--- src/ar_pkg.sv ---
// Constants, types and register map of the auto-reclose sequencer
package reclose_pkg;

    // Timing
    localparam int unsigned CLK_PERIOD_NS = 100;
    localparam int unsigned TICK_PERIOD_NS = 1_000_000;
    localparam int unsigned TICK_W = 24;
    localparam int unsigned TMR_W = 16;

    // Cycle limits
    localparam int unsigned NUM_SETS = 4;
    localparam int unsigned MAX_CYCLES = 8;

    // Register byte offsets, cycle block numbers and field indices
    localparam logic [7:0] REG_CTRL = 8'h00;
    localparam logic [7:0] REG_STATUS = 8'h04;
    localparam logic [7:0] REG_IRQ_STAT = 8'h08;
    localparam logic [7:0] REG_IRQ_MASK = 8'h0C;
    localparam logic [7:0] REG_SEQ_DEAD = 8'h10;
    localparam logic [3:0] CYC_FIRST_BLK = 4'h2;
    localparam logic [3:0] CYC_LAST_BLK = 4'h5;
    localparam logic [1:0] FLD_DEAD_1P = 2'h0;
    localparam logic [1:0] FLD_DEAD_3P = 2'h1;
    localparam logic [1:0] FLD_RECLAIM = 2'h2;
    localparam logic [1:0] FLD_ACTION = 2'h3;

    // Field positions
    localparam int unsigned CTRL_EN = 0;
    localparam int unsigned CTRL_CYC_LSB = 1;
    localparam int unsigned CTRL_FORCE3P = 4;
    localparam int unsigned CTRL_SEQ_PICKUP = 5;
    localparam int unsigned CTRL_SEQ_3P = 6;
    localparam int unsigned CTRL_RELEASE = 7;
    localparam int unsigned CFG_ALLOW1P = 16;
    localparam int unsigned CFG_ALLOW3P = 17;
    localparam int unsigned STAT_CYC_LSB = 8;
    localparam int unsigned STAT_BLOCK = 12;
    localparam int unsigned STAT_NOT_READY = 13;
    localparam int unsigned IRQ_W = 4;
    localparam int unsigned IRQ_CLOSE = 0;
    localparam int unsigned IRQ_SUCCESS = 1;
    localparam int unsigned IRQ_FINAL = 2;
    localparam int unsigned IRQ_SEQ = 3;

    // Reset values
    localparam logic [31:0] CTRL_RST = 32'h0000_0000;
    localparam logic [IRQ_W-1:0] MASK_RST = 4'h0;
    localparam logic [TMR_W-1:0] TMR_RST = 16'h0000;

    typedef enum logic [5:0] {
        S_IDLE = 6'b00_0001,
        S_TRIPPED = 6'b00_0010,
        S_DEAD = 6'b00_0100,
        S_SEQ_WAIT = 6'b00_1000,
        S_RECLAIM = 6'b01_0000,
        S_BLOCKED = 6'b10_0000
    } state_t;

    typedef struct packed {
        logic cyc;
        logic stb;
        logic we;
        logic [7:0] adr;
        logic [3:0] sel;
        logic [31:0] dat;
    } wb_req_t;

    typedef struct packed {
        logic trip_1p;
        logic trip_3p;
        logic pickup;
        logic [2:0] pole_closed;
        logic [3:0] cycle_block;
    } pins_t;

    typedef struct packed {
        logic [TMR_W-1:0] dead_1p;
        logic [TMR_W-1:0] dead_3p;
        logic [TMR_W-1:0] reclaim;
        logic [TMR_W-1:0] action;
        logic allow_1p;
        logic allow_3p;
    } cycle_cfg_t;

endpackage : reclose_pkg

--- src/auto_reclose_sequencer.sv ---
// Auto-reclose sequencer with Wishbone register slave
module auto_reclose_sequencer #(
    parameter int unsigned TICK_CYCLES =
        reclose_pkg::TICK_PERIOD_NS / reclose_pkg::CLK_PERIOD_NS
) (
    // Clock, reset, enable
    input wire logic REF_CLK,
    input wire logic RST,
    input wire logic CE,
    // Wishbone slave
    input wire reclose_pkg::wb_req_t WB_REQ,
    output logic [31:0] WB_DAT_O,
    output logic WB_ACK_O,
    // Protection and breaker pins
    input wire reclose_pkg::pins_t PINS,
    // Commands and interrupt
    output logic CLOSE_CMD,
    output logic TRIP_3P_CMD,
    output logic NOT_READY,
    output logic IRQ
);
    import reclose_pkg::*;

    localparam logic [TICK_W-1:0] TICK_LAST = TICK_W'(TICK_CYCLES - 1);

    ////////////////////////////////////////////////////////////////////////
    // Functions

    function automatic logic [31:0] merge(
        input logic [31:0] old,
        input logic [31:0] wdat,
        input logic [3:0] sel
    );
        logic [31:0] res;
        res = old;
        for (int b = 0; b < 4; b++) begin
            if (sel[b]) begin
                res[b*8 +: 8] = wdat[b*8 +: 8];
            end
        end
        return res;
    endfunction : merge

    // Cycles past the fourth share the fourth set
    function automatic logic [1:0] set_index(input logic [3:0] cnt);
        return (cnt >= 4'(NUM_SETS - 1)) ? 2'(NUM_SETS - 1) : cnt[1:0];
    endfunction : set_index

    ////////////////////////////////////////////////////////////////////////
    // Pin synchronisers

    pins_t pin_meta;
    pins_t pin_s;

    always_ff @(posedge REF_CLK) begin
        if (RST) begin
            pin_meta <= '0;
            pin_s <= '0;
        end else if (CE) begin
            pin_meta <= PINS;
            pin_s <= pin_meta;
        end
    end

    ////////////////////////////////////////////////////////////////////////
    // Timebase

    logic [TICK_W-1:0] tick_cnt;
    wire tick = (tick_cnt == TICK_LAST);

    always_ff @(posedge REF_CLK) begin
        if (RST) begin
            tick_cnt <= '0;
        end else if (CE) begin
            tick_cnt <= tick ? '0 : tick_cnt + 1'b1;
        end
    end

    ////////////////////////////////////////////////////////////////////////
    // Register bus

    logic [31:0] ctrl;
    logic [TMR_W-1:0] seq_dead;
    cycle_cfg_t cfg [NUM_SETS];
    logic [IRQ_W-1:0] irq_stat;
    logic [IRQ_W-1:0] irq_mask;
    logic [31:0] rd_data;
    state_t state;
    logic [3:0] cycle_cnt;

    wire acc = WB_REQ.cyc & WB_REQ.stb;
    wire wr = acc & WB_REQ.we & WB_ACK_O;
    wire [7:0] adr = {WB_REQ.adr[7:2], 2'b00};
    wire [3:0] blk = adr[7:4];
    wire cfg_hit = (blk >= CYC_FIRST_BLK) && (blk <= CYC_LAST_BLK);
    wire [1:0] slot = 2'(blk - CYC_FIRST_BLK);
    wire [1:0] field = adr[3:2];
    wire wr_ctrl = wr && (adr == REG_CTRL);
    wire [31:0] ctrl_new = merge(ctrl, WB_REQ.dat, WB_REQ.sel);
    wire [31:0] irq_clr = merge('0, WB_REQ.dat, WB_REQ.sel);
    wire [31:0] mask_new = merge(32'(irq_mask), WB_REQ.dat, WB_REQ.sel);
    wire [31:0] sdt_new = merge(32'(seq_dead), WB_REQ.dat, WB_REQ.sel);

    // Release is a write-one pulse, never stored
    wire block_release = wr_ctrl & ctrl_new[CTRL_RELEASE];

    always_ff @(posedge REF_CLK) begin
        if (RST) begin
            WB_ACK_O <= 1'b0;
            WB_DAT_O <= '0;
        end else if (CE) begin
            WB_ACK_O <= acc & ~WB_ACK_O;
            WB_DAT_O <= rd_data;
        end
    end

    always_ff @(posedge REF_CLK) begin
        if (RST) begin
            ctrl <= CTRL_RST;
            irq_mask <= MASK_RST;
            seq_dead <= TMR_RST;
        end else if (CE && wr) begin
            if (adr == REG_CTRL) begin
                ctrl <= ctrl_new & ~(32'h0000_0001 << CTRL_RELEASE);
            end
            if (adr == REG_IRQ_MASK) begin
                irq_mask <= mask_new[IRQ_W-1:0];
            end
            if (adr == REG_SEQ_DEAD) begin
                seq_dead <= sdt_new[TMR_W-1:0];
            end
        end
    end

    genvar k;
    generate
        for (k = 0; k < NUM_SETS; k++) begin : g_cfg
            wire hit = wr && cfg_hit && (slot == 2'(k));
            wire [31:0] fld_old =
                (field == FLD_DEAD_1P) ? 32'(cfg[k].dead_1p) :
                (field == FLD_DEAD_3P) ? 32'(cfg[k].dead_3p) :
                (field == FLD_RECLAIM) ? 32'(cfg[k].reclaim) :
                {14'h0000, cfg[k].allow_3p, cfg[k].allow_1p,
                 cfg[k].action};
            wire [31:0] fld_new = merge(fld_old, WB_REQ.dat, WB_REQ.sel);
            // Each of the first four cycles keeps its own set
            always_ff @(posedge REF_CLK) begin
                if (RST) begin
                    cfg[k] <= '0;
                end else if (CE && hit) begin
                    case (field)
                        FLD_DEAD_1P: cfg[k].dead_1p <= fld_new[TMR_W-1:0];
                        FLD_DEAD_3P: cfg[k].dead_3p <= fld_new[TMR_W-1:0];
                        FLD_RECLAIM: cfg[k].reclaim <= fld_new[TMR_W-1:0];
                        default: begin
                            cfg[k].action <= fld_new[TMR_W-1:0];
                            cfg[k].allow_1p <= fld_new[CFG_ALLOW1P];
                            cfg[k].allow_3p <= fld_new[CFG_ALLOW3P];
                        end
                    endcase
                end
            end
        end
    endgenerate

    wire [31:0] status_word = {18'h0_0000, NOT_READY,
        (state == S_BLOCKED), cycle_cnt, 2'b00, state};
    wire [31:0] cfg_word =
        (field == FLD_DEAD_1P) ? 32'(cfg[slot].dead_1p) :
        (field == FLD_DEAD_3P) ? 32'(cfg[slot].dead_3p) :
        (field == FLD_RECLAIM) ? 32'(cfg[slot].reclaim) :
        {14'h0000, cfg[slot].allow_3p, cfg[slot].allow_1p,
         cfg[slot].action};

    // Unmapped addresses read zero and still acknowledge
    assign rd_data =
        (adr == REG_CTRL) ? ctrl :
        (adr == REG_STATUS) ? status_word :
        (adr == REG_IRQ_STAT) ? 32'(irq_stat) :
        (adr == REG_IRQ_MASK) ? 32'(irq_mask) :
        (adr == REG_SEQ_DEAD) ? 32'(seq_dead) :
        cfg_hit ? cfg_word : 32'h0000_0000;

    ////////////////////////////////////////////////////////////////////////
    // Decoded conditions

    wire reclose_en = ctrl[CTRL_EN];
    wire [3:0] max_cyc = {1'b0, ctrl[CTRL_CYC_LSB +: 3]} + 4'h1;
    wire force3p = ctrl[CTRL_FORCE3P];
    wire seq_pick = ctrl[CTRL_SEQ_PICKUP];
    wire seq_3p = ctrl[CTRL_SEQ_3P];

    wire [1:0] idx = set_index(cycle_cnt);
    cycle_cfg_t cur;
    assign cur = cfg[idx];
    wire blocked_in = pin_s.cycle_block[idx];

    wire trip_any = pin_s.trip_1p | pin_s.trip_3p;
    wire trip_is_1p = pin_s.trip_1p & ~pin_s.trip_3p;
    wire all_closed = &pin_s.pole_closed;
    wire any_open = ~all_closed;
    wire all_open = ~|pin_s.pole_closed;
    wire perm = trip_is_1p ? cur.allow_1p : cur.allow_3p;
    wire last_done = (cycle_cnt >= max_cyc);
    wire ready = reclose_en & all_closed;

    logic seq_det_q;
    wire seq_det = seq_pick ? pin_s.pickup : trip_any;
    wire seq_rise = seq_det & ~seq_det_q;

    ////////////////////////////////////////////////////////////////////////
    // Action time supervision

    logic [TMR_W-1:0] act_tmr;
    logic act_armed;
    logic pickup_q;
    wire pickup_rise = pin_s.pickup & ~pickup_q;
    // A zero action time means no supervision
    wire act_late = act_armed && (act_tmr == TMR_RST)
                    && (cur.action != TMR_RST);

    always_ff @(posedge REF_CLK) begin
        if (RST) begin
            act_tmr <= TMR_RST;
            act_armed <= 1'b0;
            pickup_q <= 1'b0;
            seq_det_q <= 1'b0;
        end else if (CE) begin
            pickup_q <= pin_s.pickup;
            seq_det_q <= seq_det;
            if (pickup_rise) begin
                act_tmr <= cur.action;
                act_armed <= 1'b1;
            end else if (!pin_s.pickup) begin
                act_armed <= 1'b0;
            end else if (tick && act_tmr != TMR_RST) begin
                act_tmr <= act_tmr - 1'b1;
            end
        end
    end

    ////////////////////////////////////////////////////////////////////////
    // Sequencer

    logic one_pole;
    logic cleared;
    logic [TMR_W-1:0] dead_tmr;
    logic [TMR_W-1:0] rec_tmr;
    state_t next_state;
    logic [3:0] next_cycle;
    logic next_one_pole;
    logic next_cleared;
    logic [TMR_W-1:0] next_dead;
    logic [TMR_W-1:0] next_rec;
    logic next_close;
    logic next_trip3p;
    logic [IRQ_W-1:0] ev;

    always_comb begin
        next_state = state;
        next_cycle = cycle_cnt;
        next_one_pole = one_pole;
        next_cleared = cleared;
        next_dead = (tick && dead_tmr != TMR_RST) ? dead_tmr - 1'b1
                                                   : dead_tmr;
        next_rec = (tick && rec_tmr != TMR_RST) ? rec_tmr - 1'b1
                                                 : rec_tmr;
        next_close = 1'b0;
        next_trip3p = TRIP_3P_CMD;
        ev = '0;
        case (state)
            S_IDLE: begin
                next_trip3p = 1'b0;
                next_cycle = '0;
                if (trip_any && ready) begin
                    if (!act_late && perm && !blocked_in) begin
                        next_one_pole = trip_is_1p;
                        next_cleared = 1'b0;
                        next_state = S_TRIPPED;
                    end else begin
                        ev[IRQ_FINAL] = 1'b1;
                        next_state = S_BLOCKED;
                    end
                end
            end
            S_TRIPPED: begin
                if (pin_s.trip_3p) begin
                    next_one_pole = 1'b0;
                end
                if (blocked_in) begin
                    next_trip3p = one_pole & force3p;
                    ev[IRQ_FINAL] = 1'b1;
                    next_state = S_BLOCKED;
                end else if (!trip_any || any_open) begin
                    next_dead = (one_pole && !pin_s.trip_3p)
                                ? cur.dead_1p : cur.dead_3p;
                    next_state = S_DEAD;
                end
            end
            S_DEAD: begin
                if (!trip_any) begin
                    next_cleared = 1'b1;
                end
                if (blocked_in) begin
                    next_trip3p = one_pole & force3p;
                    ev[IRQ_FINAL] = 1'b1;
                    next_state = S_BLOCKED;
                end else if (cleared && seq_rise) begin
                    ev[IRQ_SEQ] = 1'b1;
                    next_trip3p = 1'b1;
                    next_one_pole = 1'b0;
                    if (seq_3p) begin
                        next_state = S_SEQ_WAIT;
                    end else begin
                        ev[IRQ_FINAL] = 1'b1;
                        next_state = S_BLOCKED;
                    end
                end else if (dead_tmr == TMR_RST && !trip_any) begin
                    next_close = 1'b1;
                    next_rec = cur.reclaim;
                    next_cycle = cycle_cnt + 4'h1;
                    next_trip3p = 1'b0;
                    ev[IRQ_CLOSE] = 1'b1;
                    next_state = S_RECLAIM;
                end
            end
            S_SEQ_WAIT: begin
                // Sequential dead time waits for its own fault to clear
                if (blocked_in) begin
                    ev[IRQ_FINAL] = 1'b1;
                    next_state = S_BLOCKED;
                end else if (!seq_det && !trip_any) begin
                    next_dead = seq_dead;
                    next_cleared = 1'b1;
                    next_state = S_DEAD;
                end
            end
            S_RECLAIM: begin
                if (trip_any) begin
                    next_rec = TMR_RST;
                    if (!last_done && perm && !blocked_in) begin
                        next_one_pole = trip_is_1p;
                        next_cleared = 1'b0;
                        next_state = S_TRIPPED;
                    end else begin
                        ev[IRQ_FINAL] = 1'b1;
                        next_state = S_BLOCKED;
                    end
                end else if (rec_tmr == TMR_RST) begin
                    ev[IRQ_SUCCESS] = 1'b1;
                    next_cycle = '0;
                    next_state = S_IDLE;
                end
            end
            S_BLOCKED: begin
                // Forced trip held until every pole shows open or a release is written
                if (all_open) begin
                    next_trip3p = 1'b0;
                end
                next_cycle = '0;
                if (block_release) begin
                    next_trip3p = 1'b0;
                    next_state = S_IDLE;
                end
            end
            default: begin
                next_state = S_IDLE;
            end
        endcase
    end

    // Protection uses its not-ready stage when no reclosure can follow
    wire next_not_ready = !reclose_en || (next_state == S_BLOCKED)
        || ((next_state == S_IDLE) && any_open)
        || ((next_state == S_RECLAIM) && (next_cycle >= max_cyc));

    always_ff @(posedge REF_CLK) begin
        if (RST) begin
            state <= S_IDLE;
            cycle_cnt <= '0;
            one_pole <= 1'b0;
            cleared <= 1'b0;
            dead_tmr <= TMR_RST;
            rec_tmr <= TMR_RST;
            CLOSE_CMD <= 1'b0;
            TRIP_3P_CMD <= 1'b0;
            NOT_READY <= 1'b1;
        end else if (CE) begin
            state <= next_state;
            cycle_cnt <= next_cycle;
            one_pole <= next_one_pole;
            cleared <= next_cleared;
            dead_tmr <= next_dead;
            rec_tmr <= next_rec;
            CLOSE_CMD <= next_close;
            TRIP_3P_CMD <= next_trip3p;
            NOT_READY <= next_not_ready;
        end
    end

    ////////////////////////////////////////////////////////////////////////
    // Interrupts

    // An event in the clearing cycle survives the clear
    wire [IRQ_W-1:0] clr_bits = (wr && adr == REG_IRQ_STAT)
                                ? irq_clr[IRQ_W-1:0] : '0;

    always_ff @(posedge REF_CLK) begin
        if (RST) begin
            irq_stat <= '0;
        end else if (CE) begin
            irq_stat <= (irq_stat & ~clr_bits) | ev;
        end
    end

    assign IRQ = |(irq_stat & irq_mask);

endmodule : auto_reclose_sequencer

--- config.mk ---
export PLATFORM = sky130hd
export DESIGN_NAME = auto_reclose_sequencer
export DESIGN_NICKNAME = d
export VERILOG_FILES = /design/src/ar_pkg.sv /design/src/auto_reclose_sequencer.sv
export SDC_FILE = /design/constraint.sdc
export NUM_CORES = 1
export LEC_CHECK = 0
export BUFFER_PORTS_ARGS = -buffer_cell sky130_fd_sc_hd__buf_2
export CAP_MARGIN = 5
export CORE_MARGIN = 2
export CORE_UTILIZATION = 50
export CTS_BUF_LIST = sky130_fd_sc_hd__clkbuf_8
export DETAILED_ROUTE_END_ITERATION = 8
export GPL_TIMING_DRIVEN = 0
export PLACE_DENSITY_LB_ADDON = 0.25
export REMOVE_ABC_BUFFERS = 1
export SLEW_MARGIN = 20
export SYNTH_ARGS = -nofsm -noshare
export SYNTH_HDL_FRONTEND = slang
export SYNTH_SLANG_ARGS = --single-unit
export TNS_END_PERCENT = 20
--- constraint.sdc ---
create_clock -name REF_CLK -period 9.1 [get_ports REF_CLK]
set_input_delay 0.91 -clock REF_CLK [delete_from_list [all_inputs] [get_ports REF_CLK]]
set_output_delay 0.91 -clock REF_CLK [all_outputs]
set_load 0.02 [all_outputs]
==> impl_metrics.json <==
{
  "status": "finished, final reports clean",
  "yosysWarnings": 0,
  "cts_buffers": 82,
  "track_usage": 0.3478,
  "post_cts_buffers": 0,
  "gp_congestion": 0.9533,
  "dieArea_um2": 52300,
  "finalHoldViolations": 0,
  "end_kind": "register",
  "area_growth_pct": 10.82,
  "root_buffer": "clkbuf_8",
  "row_count": 82,
  "cp-startpoint": "cycle_cnt[1]$_SDFFE_PP0P_",
  "clkTransAtPathRegs_ps": 60,
  "hpwlAfterDp_mm": 59.56,
  "final_layout_size_suffix_gt1_frac": 0.1253,
  "synth_top_area_frac": 0.3141,
  "drt_first_pass_iters": 8,
  "min_path_type": "input pin to register",
  "antenna_found_initial": 3,
  "rrSetupSlack_ps": 3380,
  "initial_core_util": 0.5052,
  "synthTopCellsByCount": "528 x nor2_1, 393 x nand2_1, 264 x edfxtp_1",
  "placed_area_um2": 26440,
  "async_reset_ff_frac": 0,
  "criticalPathCategory": "register to register",
  "yosysSeqAreaShare": 0.4711,
  "r2r-start": "cycle_cnt[1]$_SDFFE_PP0P_",
  "synthesis.instances": 2851,
  "total_power_uw": 4746,
  "vias_per_cell": 6.631,
  "clockBufferDepth": 3,
  "avgRoutedWirePerCell_um": 26.06,
  "cp-start-kind": "register",
  "cp-endpoint": "NOT_READY$_SDFFE_PP1P_",
  "portBuffers": 94,
  "clk_latency_ps": 700,
  "leakage_uw": 0.01029,
  "drtIter0Drc": 3410,
  "ys_types": 80,
  "synth_most_common_cell": "nor2_1",
  "ys.flop_type": "edfxtp_1",
  "drc": 0,
  "cts.sinks": 462,
  "peakVddDrop_uv": 98.89,
  "synth.area.top_cells": "edfxtp_1 31%, dfxtp_1 16%, nor2_1 7.9%",
  "grt_max_degree": 94,
  "syn_area_per_cell_um2": 8.854,
  "post_cts_resized": 0,
  "power.density_nw_per_um2": 169.7,
  "dieWidth_um": 228.7,
  "crit_fanout": 45,
  "r2r_end": "NOT_READY$_SDFFE_PP1P_",
  "grt_pass1_wl_mm": 137.0,
  "hold_slack_ps": 453.0,
  "cap_violations": 0,
  "setup_viol": 0,
  "cts_hold_buf": 0,
  "chipHeight_um": 228.7,
  "fin_util": 0.5598,
  "dp.cells": 3438,
  "postRouteAntennaNets": 0,
  "cts_tree": "yes",
  "core_area_um2": 49970,
  "clock.fmax_mhz": 174.7,
  "wl_met3_mm": 13.14,
  "cp.arrival_ps": 6230,
  "yosysTopAreaCell": "edfxtp_1",
  "htree_levels": 3,
  "nNetsFinal": 2928,
  "period_share": 0.6289,
  "num_vias": 23800,
  "met2_length_mm": 39.13,
  "required_ps": 9610,
  "pin_count": 97,
  "grt_pass1_vias": 22056,
  "wirelength_mm": 93.54,
  "layout_min_cycle_time_ps": 5723,
  "tightestPinTransition_ps": 1214,
  "r2r_cells": 17,
  "fin_cells": 3589,
  "met1_length_mm": 34.91,
  "ys_seq_elements": 462,
  "slew_viol_final": 0,
  "clock-skew-final_ps": 36.67,
  "grt_setup_unrepaired": "false",
  "synth_edf_count": 264,
  "grt-ovfl-total": 0,
  "syn_area_um2": 25240,
  "maxUsedRoutingLayer": "met5",
  "relSlewSlack": 0.1886,
  "final_area_um2": 27970
}
critical path, stage by stage, from the launching register on:
cell and delay, ps:
dfxtp_4 590, buf_12 320, ha_1 490, or4_4 710
o2bb2ai_1 220, a21o_1 340, nor2_1 240, nand2_1 730
nor2_1 290, a21oi_1 70, ha_1 290, nand2b_1 140
a21o_1 180, a21o_1 170, a21oi_1 240, a21oi_1 100
a2111oi_2 290, o211ai_1 140
worst min-delay path by stage:
stage / startpoint / end / cells after the start
after floorplan: dead_tmr[3]$_SDFFE_PP0P_ / dead_tmr[3]$_SDFFE_PP0P_ / 2
after global placement: WB_DAT_O[27]$_SDFFE_PP0P_ / WB_DAT_O[27]$_SDFFE_PP0P_ / 2
after detailed placement: WB_DAT_O[20]$_SDFFE_PP0P_ / WB_DAT_O[20]$_SDFFE_PP0P_ / 2
after CTS: WB_REQ[20] / ctrl[20]$_SDFFE_PP0P_ / 3
after global routing: PINS[2] / pin_meta[2]$_SDFFE_PP0P_ / 3
final: WB_REQ[20] / ctrl[20]$_SDFFE_PP0P_ / 3
cell usage in the layout (no fill, tap or decap), types with 56 or more instances in the layout:
cell and instances:
edfxtp_1 264, clkbuf_8 89, buf_2 97, mux2i_1 136, dfxtp_1 196, inv_1 56
nand2_1 367, nor2_1 527, a21oi_1 194, o21ai_0 227, nand3_1 84
report_power, final:
group          leakage, uW  switching, uW  internal (uW)
combinational      0.00507            407            184
sequential         0.00434           48.8           2260
clock             0.000890            916            931
area by class of cell:
| type | count | area (um2) |
|---|---|---|
| Clock buffer | 89 | 1225 |
| Fill cell | 4521 | 21990 |
| Multi-Input combinational cell | 2144 | 12580 |
| Antenna cell | 3 | 7.507 |
| Inverter | 30 | 116.4 |
| Sequential cell | 462 | 11900 |
| Clock inverter | 59 | 284.0 |
| Tap cell | 672 | 840.8 |
| Timing Repair Buffer | 130 | 1022 |
stage by stage:
stage,TNS (ps),setup WS (ps)
2_1_floorplan,0,3122
3_3_place_gp,-4188,-275.1
3_5_place_dp,0,3517
4_1_cts,0,3505
5_1_grt,0,3206
6_report,0,3377
routing by layer:
metal,global-route usage,up-vias
met2,0.5067,1781
met5,0,-
met4,0.2045,4
met3,0.1044,391
li1,-,10351
met1,0.4578,11273
state kept, by name, indices dropped and copies added (netlist names), 4 cells and up:
signal	flops
ctrl	31
pin_meta	10
rec_tmr	16
cycle_cnt	4
WB_DAT_O	32
irq_mask	4
irq_stat	4
cfg	264
seq_dead	16
pin_s	10
tick_cnt	24
dead_tmr	16
state	6
act_tmr	16
logic make-up (layout without fill, tap and decap cells):
logic type	count (synthesis)	after routing	share of synthesized area
simple gates	1219	1219	0.2066
other cells	0	3	0
flops	462	462	0.4711
buf+inv	245	308	0.03807
compound gates	688	688	0.1701
xor+xnor	27	27	0.009369
fa+ha+maj	18	18	0.008923
mux	192	192	0.09587
No activity file was read; power rests on OpenSTA's default activity.
